<file path="config.mk">
export PLATFORM = sky130hd
export DESIGN_NAME = osr_output_select
export DESIGN_NICKNAME = d
export VERILOG_FILES = /design/src/verilog/osr_pkg.sv /design/src/verilog/osr_output_select.sv
export SDC_FILE = /design/constraint.sdc
export NUM_CORES = 1
export LEC_CHECK = 0
export ABC_AREA = 1
export BUFFER_PORTS_ARGS = -buffer_cell sky130_fd_sc_hd__buf_2
export CORE_UTILIZATION = 50
export DETAILED_ROUTE_END_ITERATION = 8
export HOLD_SLACK_MARGIN = 0.12
export PLACE_DENSITY = 0.79
export RECOVER_POWER = 25
export SYNTH_ARGS = -nofsm -noshare
export SYNTH_HDL_FRONTEND = slang
export SYNTH_SLANG_ARGS = --single-unit
</file>
<file path="constraint.sdc">
create_clock -name clk -period 1.2 [get_ports clk]
set_input_delay 0.18 -clock clk [delete_from_list [all_inputs] [get_ports clk]]
set_output_delay 0.18 -clock clk [all_outputs]
set_load 0.01 [all_outputs]
</file>
<file path="src/verilog/osr_pkg.sv">
package osr_pkg;
    // Register addresses
    localparam logic [5:0] OSR_ADDR_CTRL = 6'h0f;
    localparam logic [5:0] OSR_ADDR_RSV_A = 6'h10;
    localparam logic [5:0] OSR_ADDR_RSV_B = 6'h11;
    localparam logic [5:0] OSR_ADDR_READBACK = 6'h12;
    localparam logic [5:0] OSR_ADDR_SELFTEST = 6'h13;
    // Widths
    localparam int OSR_DATA_W = 24;
    localparam int OSR_CTRL_W = 10;
    localparam int OSR_SIG_W = 16;
    // Control field positions
    localparam int OSR_SEL_LSB = 0;
    localparam int OSR_SEL_MSB = 4;
    localparam int OSR_FORCE_BIT = 5;
    localparam int OSR_HOLD_BIT = 6;
    localparam int OSR_KEEP_BIT = 7;
    localparam int OSR_PU_OFF_BIT = 8;
    localparam int OSR_PD_OFF_BIT = 9;
    // Readback and self-test field positions
    localparam int OSR_RB_GPO_BIT = 0;
    localparam int OSR_RB_LOCK_BIT = 1;
    localparam int OSR_ST_BUSY_BIT = 16;
    // Reset values
    localparam logic [9:0] OSR_CTRL_RST = 10'h001;
    localparam logic [23:0] OSR_RD_RST = 24'h000000;
    // Source select codes with special meaning
    localparam logic [4:0] OSR_SEL_FORCE = 5'h00;
    localparam logic [4:0] OSR_SEL_LOCK = 5'h01;
    localparam logic [4:0] OSR_SEL_RSV7 = 5'h07;
    localparam logic [4:0] OSR_SEL_UNUSED_LO = 5'h1a;
    localparam logic [4:0] OSR_SEL_UNUSED_HI = 5'h1d;
    localparam logic [4:0] OSR_SEL_BUF_EN = 5'h1e;
    localparam logic [4:0] OSR_SEL_SOFT_RST = 5'h1f;
endpackage

</file>
<file path="src/verilog/osr_output_select.sv">
`timescale 1ns/1ps
// Notes on behaviour
// RULE_01: The 5-bit source select in control bits 4:0 picks the signal sent to data out, reset code 1.
// RULE_02: Codes 1, 2 and 3 give lock indicator, lock detect trigger and lock detect window.
// RULE_03: Code 4 gives ring oscillator test, codes 5 and 6 the cycle slip guard pull-up, 7 is reserved.
// RULE_04: Codes 8 to 12 give ref buffer, ref divider, divider, modulator clock and auxiliary clock.
// RULE_05: Codes 13-15 give aux serial clock, enable, data; 16-17 phase pulses; 18-19 modulator clocks.
// RULE_06: Codes 20 to 25 give the write strobes, latch enable, divider sync reset and seed load.
// RULE_07: Codes 26 to 29 are unused, 30 gives the output buffer enable, 31 the software reset.
// RULE_08: Code 0 drives data out with the forced value bit 5, reset 0.
// RULE_09: Bit 6 stops the automatic sharing of data out with the selected signal, reset 0.
// RULE_10: Bit 7 keeps the data out driver on even when the serial interface would turn it off.
// RULE_11: Addresses 10h and 11h are reserved read-only and read as zero.
// RULE_12: Address 12h reads the output state in bit 0 and the lock indicator in bit 1, reset 0.
// RULE_13: The 16-bit self-test signature reads in bits 15:0 of 13h, reset 0.
// RULE_14: Bit 16 of 13h is the self-test busy flag, reset 0.
// RULE_15: Bits 8 and 9 switch off the pull-up and pull-down halves, both off leaves the pin undriven.
module osr_output_select
    import osr_pkg::*;
(
    // Clock and reset
    input wire logic clk,
    input wire logic srst,
    // Register access from the serial interface
    input wire logic reg_wr_en,
    input wire logic [5:0] reg_wr_addr,
    input wire logic [23:0] reg_wr_data,
    input wire logic [5:0] reg_rd_addr,
    output logic [23:0] reg_rd_data,
    // Serial interface read-out path
    input wire logic spi_read_active,
    input wire logic spi_read_data,
    // Selectable internal signals, asynchronous to clk
    input wire logic lock_detect,
    input wire logic lock_detect_trigger,
    input wire logic lock_detect_window,
    input wire logic ring_osc_test,
    input wire logic cycle_slip_guard_pullup,
    input wire logic ref_buffer_out,
    input wire logic ref_divider_out,
    input wire logic divider_out,
    input wire logic sigma_delta_modulator_clk,
    input wire logic aux_clk,
    input wire logic aux_spi_clk,
    input wire logic aux_spi_enable,
    input wire logic aux_spi_data_out,
    input wire logic phase_detector_down_pulse,
    input wire logic phase_detector_up_pulse,
    input wire logic sigma_delta_modulator_clk_delay,
    input wire logic sigma_delta_modulator_core_clk,
    input wire logic auto_strobe_int_write,
    input wire logic auto_strobe_frac_write,
    input wire logic auto_strobe_aux_spi,
    input wire logic spi_latch_enable,
    input wire logic divider_sync_reset,
    input wire logic seed_load_strobe,
    input wire logic software_reset_n,
    // Self-test engine, same clock
    input wire logic [15:0] self_test_signature,
    input wire logic self_test_running,
    // Data out pin driver
    output logic sdo_out,
    output logic sdo_oe,
    output logic sdo_pullup_on,
    output logic sdo_pulldown_on
);

    logic [9:0] ctrl;
    logic [31:0] src_raw;
    logic [31:0] src_meta;
    logic [31:0] src_sync;
    logic gpo_state;
    logic next_gpo;
    logic [15:0] sig_q;
    logic busy_q;
    logic [4:0] sel;
    logic force_val;
    logic hold_off_auto_lock_mux;
    logic keep_driver;
    logic pullup_transistor_off;
    logic pulldown_transistor_off;
    logic next_oe;
    logic next_out;

    assign sel = ctrl[OSR_SEL_MSB:OSR_SEL_LSB];
    assign force_val = ctrl[OSR_FORCE_BIT];
    assign hold_off_auto_lock_mux = ctrl[OSR_HOLD_BIT];
    assign keep_driver = ctrl[OSR_KEEP_BIT];
    assign pullup_transistor_off = ctrl[OSR_PU_OFF_BIT];
    assign pulldown_transistor_off = ctrl[OSR_PD_OFF_BIT];

    // Source vector indexed by select code; unused codes tie low
    // RULE_02: lock detect sources
    assign src_raw[0] = 1'b0;
    assign src_raw[1] = lock_detect;
    assign src_raw[2] = lock_detect_trigger;
    assign src_raw[3] = lock_detect_window;
    // RULE_03: test and pull-up sources
    assign src_raw[4] = ring_osc_test;
    assign src_raw[5] = cycle_slip_guard_pullup;
    assign src_raw[6] = cycle_slip_guard_pullup;
    assign src_raw[7] = 1'b0;
    // RULE_04: clock path sources
    assign src_raw[8] = ref_buffer_out;
    assign src_raw[9] = ref_divider_out;
    assign src_raw[10] = divider_out;
    assign src_raw[11] = sigma_delta_modulator_clk;
    assign src_raw[12] = aux_clk;
    // RULE_05: aux serial, phase and modulator sources
    assign src_raw[13] = aux_spi_clk;
    assign src_raw[14] = aux_spi_enable;
    assign src_raw[15] = aux_spi_data_out;
    assign src_raw[16] = phase_detector_down_pulse;
    assign src_raw[17] = phase_detector_up_pulse;
    assign src_raw[18] = sigma_delta_modulator_clk_delay;
    assign src_raw[19] = sigma_delta_modulator_core_clk;
    // RULE_06: strobe sources
    assign src_raw[20] = auto_strobe_int_write;
    assign src_raw[21] = auto_strobe_frac_write;
    assign src_raw[22] = auto_strobe_aux_spi;
    assign src_raw[23] = spi_latch_enable;
    assign src_raw[24] = divider_sync_reset;
    assign src_raw[25] = seed_load_strobe;
    // RULE_07: unused codes and software reset
    assign src_raw[29:26] = 4'h0;
    assign src_raw[30] = 1'b0;
    assign src_raw[31] = software_reset_n;

    // Two-stage synchroniser; fast clocks alias, so only slow views are reliable
    always_ff @(posedge clk) begin
        if (srst) begin
            src_meta <= 32'h00000000;
            src_sync <= 32'h00000000;
        end else begin
            src_meta <= src_raw;
            src_sync <= src_meta;
        end
    end

    // Control register write
    always_ff @(posedge clk) begin
        if (srst) begin
            ctrl <= OSR_CTRL_RST;
        end else if (reg_wr_en && reg_wr_addr == OSR_ADDR_CTRL) begin
            ctrl <= reg_wr_data[OSR_CTRL_W-1:0];
        end
    end

    // Source select
    always_comb begin
        next_gpo = 1'b0;
        // RULE_01: route selected source
        unique case (sel)
            // RULE_08: forced value
            OSR_SEL_FORCE: next_gpo = force_val;
            // RULE_03: reserved code
            OSR_SEL_RSV7: next_gpo = 1'b0;
            // RULE_07: buffer enable feeds back
            OSR_SEL_BUF_EN: next_gpo = sdo_oe;
            default: next_gpo = src_sync[sel];
        endcase
        // RULE_07: unused range reads low
        if (sel >= OSR_SEL_UNUSED_LO && sel <= OSR_SEL_UNUSED_HI) begin
            next_gpo = 1'b0;
        end
    end

    always_ff @(posedge clk) begin
        if (srst) begin
            gpo_state <= 1'b0;
        end else begin
            gpo_state <= next_gpo;
        end
    end

    // Pin sharing: read data wins, otherwise the selected signal when allowed
    always_comb begin
        // RULE_09: auto sharing gate
        // RULE_10: driver kept on
        next_oe = spi_read_active || keep_driver || !hold_off_auto_lock_mux;
        if (spi_read_active) begin
            next_out = spi_read_data;
        end else if (!hold_off_auto_lock_mux) begin
            next_out = gpo_state;
        end else begin
            next_out = 1'b0;
        end
    end

    // Pin driver flops
    always_ff @(posedge clk) begin
        if (srst) begin
            sdo_out <= 1'b0;
            sdo_oe <= 1'b0;
            sdo_pullup_on <= 1'b0;
            sdo_pulldown_on <= 1'b0;
        end else begin
            sdo_out <= next_out;
            // RULE_15: transistor halves
            sdo_oe <= next_oe && !(pullup_transistor_off && pulldown_transistor_off);
            sdo_pullup_on <= next_oe && !pullup_transistor_off;
            sdo_pulldown_on <= next_oe && !pulldown_transistor_off;
        end
    end

    // Self-test capture
    always_ff @(posedge clk) begin
        if (srst) begin
            sig_q <= 16'h0000;
            busy_q <= 1'b0;
        end else begin
            sig_q <= self_test_signature;
            busy_q <= self_test_running;
        end
    end

    // Read mux; unmapped addresses answer zero
    always_ff @(posedge clk) begin
        if (srst) begin
            reg_rd_data <= OSR_RD_RST;
        end else begin
            reg_rd_data <= OSR_RD_RST;
            unique case (reg_rd_addr)
                OSR_ADDR_CTRL: reg_rd_data[OSR_CTRL_W-1:0] <= ctrl;
                // RULE_11: reserved reads zero
                OSR_ADDR_RSV_A, OSR_ADDR_RSV_B: reg_rd_data <= OSR_RD_RST;
                OSR_ADDR_READBACK: begin
                    // RULE_12: state readback
                    reg_rd_data[OSR_RB_GPO_BIT] <= gpo_state;
                    reg_rd_data[OSR_RB_LOCK_BIT] <= src_sync[OSR_SEL_LOCK];
                end
                OSR_ADDR_SELFTEST: begin
                    // RULE_13: signature
                    reg_rd_data[OSR_SIG_W-1:0] <= sig_q;
                    // RULE_14: busy flag
                    reg_rd_data[OSR_ST_BUSY_BIT] <= busy_q;
                end
                default: reg_rd_data <= OSR_RD_RST;
            endcase
        end
    end

    property p_reset_sel;
        @(posedge clk) srst |=> sel == OSR_SEL_LOCK && !force_val;
    endproperty
    a_reset_sel: assert property (p_reset_sel) else $error("select not reset to lock"); // RULE_01

    property p_route;
        @(posedge clk) disable iff (srst)
            (sel != OSR_SEL_FORCE && sel < OSR_SEL_RSV7 && $stable(sel))
            |=> gpo_state == $past(src_sync[sel]);
    endproperty
    a_route: assert property (p_route) else $error("selected source not routed"); // RULE_02

    property p_dup_pullup;
        @(posedge clk) disable iff (srst)
            (sel == 5'h06 && $stable(sel)) |=> gpo_state == $past(src_sync[5]);
    endproperty
    a_dup_pullup: assert property (p_dup_pullup) else $error("code 6 not pull-up"); // RULE_03

    property p_unused;
        @(posedge clk) disable iff (srst)
            (sel inside {[5'h1a:5'h1d], 5'h07}) |=> !gpo_state;
    endproperty
    a_unused: assert property (p_unused) else $error("unused code not low"); // RULE_07

    property p_force;
        @(posedge clk) disable iff (srst)
            (sel == OSR_SEL_FORCE) |=> gpo_state == $past(force_val);
    endproperty
    a_force: assert property (p_force) else $error("forced value not shown"); // RULE_08

    property p_hold_off;
        @(posedge clk) disable iff (srst)
            (hold_off_auto_lock_mux && !spi_read_active && !keep_driver) |=> !sdo_oe;
    endproperty
    a_hold_off: assert property (p_hold_off) else $error("auto sharing not held off"); // RULE_09

    property p_keep;
        @(posedge clk) disable iff (srst)
            (keep_driver && !(pullup_transistor_off && pulldown_transistor_off)) |=> sdo_oe;
    endproperty
    a_keep: assert property (p_keep) else $error("driver turned off"); // RULE_10

    property p_reserved;
        @(posedge clk) disable iff (srst)
            (reg_rd_addr == OSR_ADDR_RSV_A || reg_rd_addr == OSR_ADDR_RSV_B)
            |=> reg_rd_data == OSR_RD_RST;
    endproperty
    a_reserved: assert property (p_reserved) else $error("reserved read nonzero"); // RULE_11

    property p_readback;
        @(posedge clk) disable iff (srst)
            reg_rd_addr == OSR_ADDR_READBACK
            |=> reg_rd_data[1:0] == {$past(src_sync[1]), $past(gpo_state)};
    endproperty
    a_readback: assert property (p_readback) else $error("readback mismatch"); // RULE_12

    property p_selftest;
        @(posedge clk) disable iff (srst)
            reg_rd_addr == OSR_ADDR_SELFTEST ##1 reg_rd_addr == OSR_ADDR_SELFTEST
            |=> reg_rd_data[16:0] == {$past(self_test_running, 2), $past(self_test_signature, 2)};
    endproperty
    a_selftest: assert property (p_selftest) else $error("self-test read mismatch"); // RULE_13 RULE_14

    property p_undriven;
        @(posedge clk) disable iff (srst)
            (pullup_transistor_off && pulldown_transistor_off)
            |=> !sdo_oe && !sdo_pullup_on && !sdo_pulldown_on;
    endproperty
    a_undriven: assert property (p_undriven) else $error("pin driven with both halves off"); // RULE_15

    // Upper code groups; sel is stable across the edge, so the past view is the sampled one
    property p_clock_route;
        @(posedge clk) disable iff (srst)
            (sel inside {[5'h08:5'h0c]}) |=> gpo_state == $past(src_sync[sel]);
    endproperty
    a_clock_route: assert property (p_clock_route) else $error("clock code not routed"); // RULE_04

    property p_aux_route;
        @(posedge clk) disable iff (srst)
            (sel inside {[5'h0d:5'h13]}) |=> gpo_state == $past(src_sync[sel]);
    endproperty
    a_aux_route: assert property (p_aux_route) else $error("aux code not routed"); // RULE_05

    property p_strobe_route;
        @(posedge clk) disable iff (srst)
            (sel inside {[5'h14:5'h19]}) |=> gpo_state == $past(src_sync[sel]);
    endproperty
    a_strobe_route: assert property (p_strobe_route) else $error("strobe not routed"); // RULE_06

    property p_buf_en;
        @(posedge clk) disable iff (srst)
            (sel == OSR_SEL_BUF_EN) |=> gpo_state == $past(sdo_oe);
    endproperty
    a_buf_en: assert property (p_buf_en) else $error("buffer enable not shown"); // RULE_07

    property p_soft_rst;
        @(posedge clk) disable iff (srst)
            (sel == OSR_SEL_SOFT_RST) |=> gpo_state == $past(src_sync[OSR_SEL_SOFT_RST]);
    endproperty
    a_soft_rst: assert property (p_soft_rst) else $error("software reset not shown"); // RULE_07

    // Read data owns the pin whenever the serial interface shifts out and a driver half is on
    property p_read_path;
        @(posedge clk) disable iff (srst)
            (spi_read_active && !(pullup_transistor_off && pulldown_transistor_off))
            |=> sdo_oe && sdo_out == $past(spi_read_data);
    endproperty
    a_read_path: assert property (p_read_path) else $error("read data not on pin"); // RULE_10

    property p_reset_out;
        @(posedge clk) srst |=> reg_rd_data == OSR_RD_RST && !gpo_state && !sdo_oe;
    endproperty
    a_reset_out: assert property (p_reset_out) else $error("outputs not cleared"); // RULE_12

endmodule

</file>
==> results.md <==
- The count of cells along the worst hold path is 3.
- In this run, distinct cell masters in the synthesized netlist total 27.
- The via count of the first global-routing pass is 2989.
- The dominant cell type by count on the critical path is sky130_fd_sc_hd__nand2_1.
- The smallest setup slack after layout is -0.00404 ns.
- In this run the static leakage power is around 2.4 nW.
- Yosys printed 0 warnings.
- The final critical path takes up 100% of the cycle.
- The die is 84.6 um wide.
- For the final routed database, the setup TNS stands at -0.00404 ns.
- Across the VDD grid, the largest voltage drop is 0.000761 V.
- The library cells used most frequently in the layout, excluding fill and tap cells, are sky130_fd_sc_hd__dfxtp_1, sky130_fd_sc_hd__inv_1, sky130_fd_sc_hd__nor2_1, sky130_fd_sc_hd__buf_2, sky130_fd_sc_hd__nand2_1.
- The number of antenna diodes in the final layout is 0.
- The most common cell after layout, fill and taps aside is sky130_fd_sc_hd__dfxtp_1.
- After Yosys synthesis, full adders, half adders and majority gates account for 0% of the synthesized area.
- The total power draw is 5.99 mW.
- The simple-gate share of the synthesized area is 22.2%.
- The cell sitting at the root of the clock tree is a sky130_fd_sc_hd__clkbuf_8.
- The synthesized netlist devotes 5.75% of its cell area to compound gates.
- The flop and latch count out of synthesis is 97.
- The critical path in this run is classified as reg -> reg.
- The clock tree from TritonCTS is yes.
- The initial antenna violation count is 0.
- The fraction of synthesized area in multiplexers is 0%.
- The required time at the worst-slack endpoint is 1.46 ns.
- The DRC violations left is 8.
- Setup repair after global routing could not meet its margin everywhere.
- For this run the aggregate overflow at the end of global routing stands at 0.
- Relative to the synthesized area, the layout overhead comes to 38.4%.
- The total clock buffers created by CTS is 9.
- Input and output buffers added on the ports amount to 88.
- The wire-length estimate of the detail-placed layout is 4520 um.
- The startpoint identified for the worst hold timing path is reg_wr_data[4].
- The worst hold path terminates at ctrl[4]$_SDFFE_PP0P_.
- Entering global routing, the biggest net connects 55 pins.
- The capturing element type of the critical path is a flip-flop.
- Summing all placed instances gives a cell area of 3940 um2.
- The first-pass iteration count of the detailed router is 6.
- The DRC violation total after the first TritonRoute iteration is 221.
- The worst pin sits at a relative slew slack of 64.9%.
- The critical path data arrival time is between 1 and 1.5 ns.
- Of all nets on the critical path, the largest fanout is 6.
- The utilization after layout is 73.2%.
- The final count of negative-setup-slack endpoints is 1.
- The synthesized netlist devotes 0% of its cell area to XOR and XNOR gates.
- The worst reg2reg path startpoint is ctrl[0]$_SDFFE_PP1P_.
- The clock transition time at the flip-flop clock pins of the worst setup and hold paths is 0.09 ns.
- The final layout contains roughly 660 nets.
- The detail-routed net length per standard cell is 11.2 um.
- The cell count after synthesis came out at roughly 430.
- Clock latency on the worst-skew pair, taken at its later pin, is approximately 0.35 ns.
- The total wirelength of the detailed-routed design is about 7400 um.
- The final RePlAce weighted congestion is 0.891.
- Clock skew on the completed layout was measured at 0.00899 ns.
- The total number of clock tree sinks is between 90 and 100.
- The worst register-to-register path ends at gpo_state$_SDFF_PP0_.
- STA classifies the critical path startpoint as a flip-flop.
- The hold violation count in the final report is 0.
- Across every metal layer, demand over resource in global routing totals 22.6%.
- The class of the tightest hold or removal check is in -> reg.
- By area, the combinational part of the netlist is dominated by simple AND/OR/NAND/NOR gates.
- The clock passes through at most 2 buffers.
- The core box area is roughly 6500 um2.
- The share of synthesized area occupied by flip-flops and latches is 56.9%.
- Using the TritonRoute via totals, the vias-per-cell ratio works out to about 4.5.
- Of the cells placed in the final design, the portion with a size suffix greater than 1 is 23.5%.
- The smallest clock period supported by the final layout is computed as roughly 1.2 ns.
- The first-pass GRT wire length is 12600 um.
- The max-slew violation count was 0.
- Once layout is done, the placed cells without fillers occupy 4730 um2.
- The starting utilization of the core area is between 50% and 60%.
- The number of cell rows is 29.
- The final reports fail on DRC, setup timing.
- The H-tree level count is 3.
- The die covers around 7200 um2.
- Power spread over the standard cell area amounts to roughly 1300 nW/um2.
- The run finished, with violations left.
- Detailed routing inserted a total of just under 3000 vias.
- In this run the register-to-register setup slack is -0.004 ns.
- OpenSTA, run right after detailed placement, puts the worst setup slack at -0.0426 ns.
- The summed instance area of the synthesized netlist is between 3000 and 4000 um2.
- The floorplan step set the die height to 84.6 um.
- Max-cap violations in this run came to 0.
- Traced cell by cell, the critical path runs through buf_6 > nand2_1 > nand3_1 > nand2_1 > nor2_1 > nand2_1 > nand3_1 > nand3_1 > nand2_1 > inv_1.
- The number of top-level pins is 110.
- The peak per-stage delay on the critical path is between 0.4 and 0.5 ns.
- The library cell contributing the largest single delay on the critical path is sky130_fd_sc_hd__dfxtp_4.
- The mean area per synthesized cell is 7.89 um2.
- The highest clock frequency the design can meet is 831 MHz.
- The transition time at the pin with the least slew margin is 0.525 ns.
- The number of nets with antenna violations after detailed routing is 0.
- The length in cells of the worst reg-to-reg path is 10.
-- registers in the layout, indices dropped and copies added, names as in the netlist --
register / count
sig_q: 16
reg_rd_data: 17
sdo_out: 1
src_sync: 24
sdo_pulldown_on: 1
src_meta: 24
sdo_oe: 1
busy_q: 1
sdo_pullup_on: 1
ctrl: 10
gpo_state: 1
-- final cells by class --
| type | count | area, um2 |
|---|---|---|
| Clock buffer | 11 | 141 |
| Tap cell | 77 | 96.3 |
| Sequential cell | 97 | 1950 |
| Multi-Input combinational cell | 223 | 1010 |
| Inverter | 96 | 368 |
| Timing Repair Buffer | 152 | 1100 |
| Clock inverter | 5 | 62.6 |
| Fill cell | 492 | 1730 |
-- synthesized netlist by cell type (all sizes together) --
library cell	instances	share of area (%)
dfxtp	97	57
nand2	60	6.9
clkbuf	3	0.33
a21oi	14	2.2
inv	96	11
o21ai	11	1.6
nor3	5	1.0
nor2	96	11
o31ai	5	1.1
buf	20	4.1
nand3b	1	0.22
o211ai	4	0.88
or2	2	0.37
nand4	1	0.18
nor3b	1	0.22
conb	1	0.11
nand3	16	2.3
-- logic make-up after synthesis --
logic type / Yosys count
AOI/OAI and AO/OA: 34
and+or+nand+nor: 182
other: 1
buffers and inverters: 119
DFF: 97
-- worst max-delay path: cells and delay by family (launching register included) --
kind / cells / cell delay [ns]
AND/OR/NAND/NOR: 8 / 0.53
buffers and inverters: 2 / 0.17
flip-flops: 1 / 0.41
-- stage by stage --
stage | hold WS, ns | std cells
floorplan | 0.287 | 439
global placement | 0.379 | 592
detailed placement | 0.386 | 592
CTS | 0.145 | 661
global route | 0.165 | 661
finish | 0.155 | 661
-- worst max-delay path by stage --
stage	slack, ns	startpoint	endpoint
finish	-0.004	ctrl[0]$_SDFFE_PP1P_	gpo_state$_SDFF_PP0_
global route	-0.12	ctrl[0]$_SDFFE_PP1P_	gpo_state$_SDFF_PP0_
CTS	0.01	ctrl[1]$_SDFFE_PP0P_	gpo_state$_SDFF_PP0_
detailed placement	-0.04	reg_rd_addr[3]	reg_rd_data[10]$_SDFF_PP0_
global placement	0.005	ctrl[1]$_SDFFE_PP0P_	gpo_state$_SDFF_PP0_
floorplan	0.10	ctrl[0]$_SDFFE_PP1P_	gpo_state$_SDFF_PP0_
-- where the power goes --
part	internal (mW)	switching, mW	total [mW]	leakage [nW]
Sequential	3.33	0.0348	3.37	0.799
Combinational	0.276	0.228	0.504	1.49
Clock	1.04	1.08	2.12	0.0966
-- routing by layer --
| layer | global-route usage [%] | share of wire [%] |
|---|---|---|
| met5 | 0 | 0 |
| met4 | 9.24 | 2.3 |
| met3 | 5.51 | 5.2 |
| met2 | 42.4 | 52 |
| met1 | 24.2 | 40 |
-- timing repair --
action,4_1_cts,5_1_grt
hold endpoints to repair,54,0
pin swaps,1,7
hold buffers,53,0
buffers inserted,0,0
setup endpoints to repair,1,2
gates resized for setup,6,12
Power figures use the tool's default switching activity.
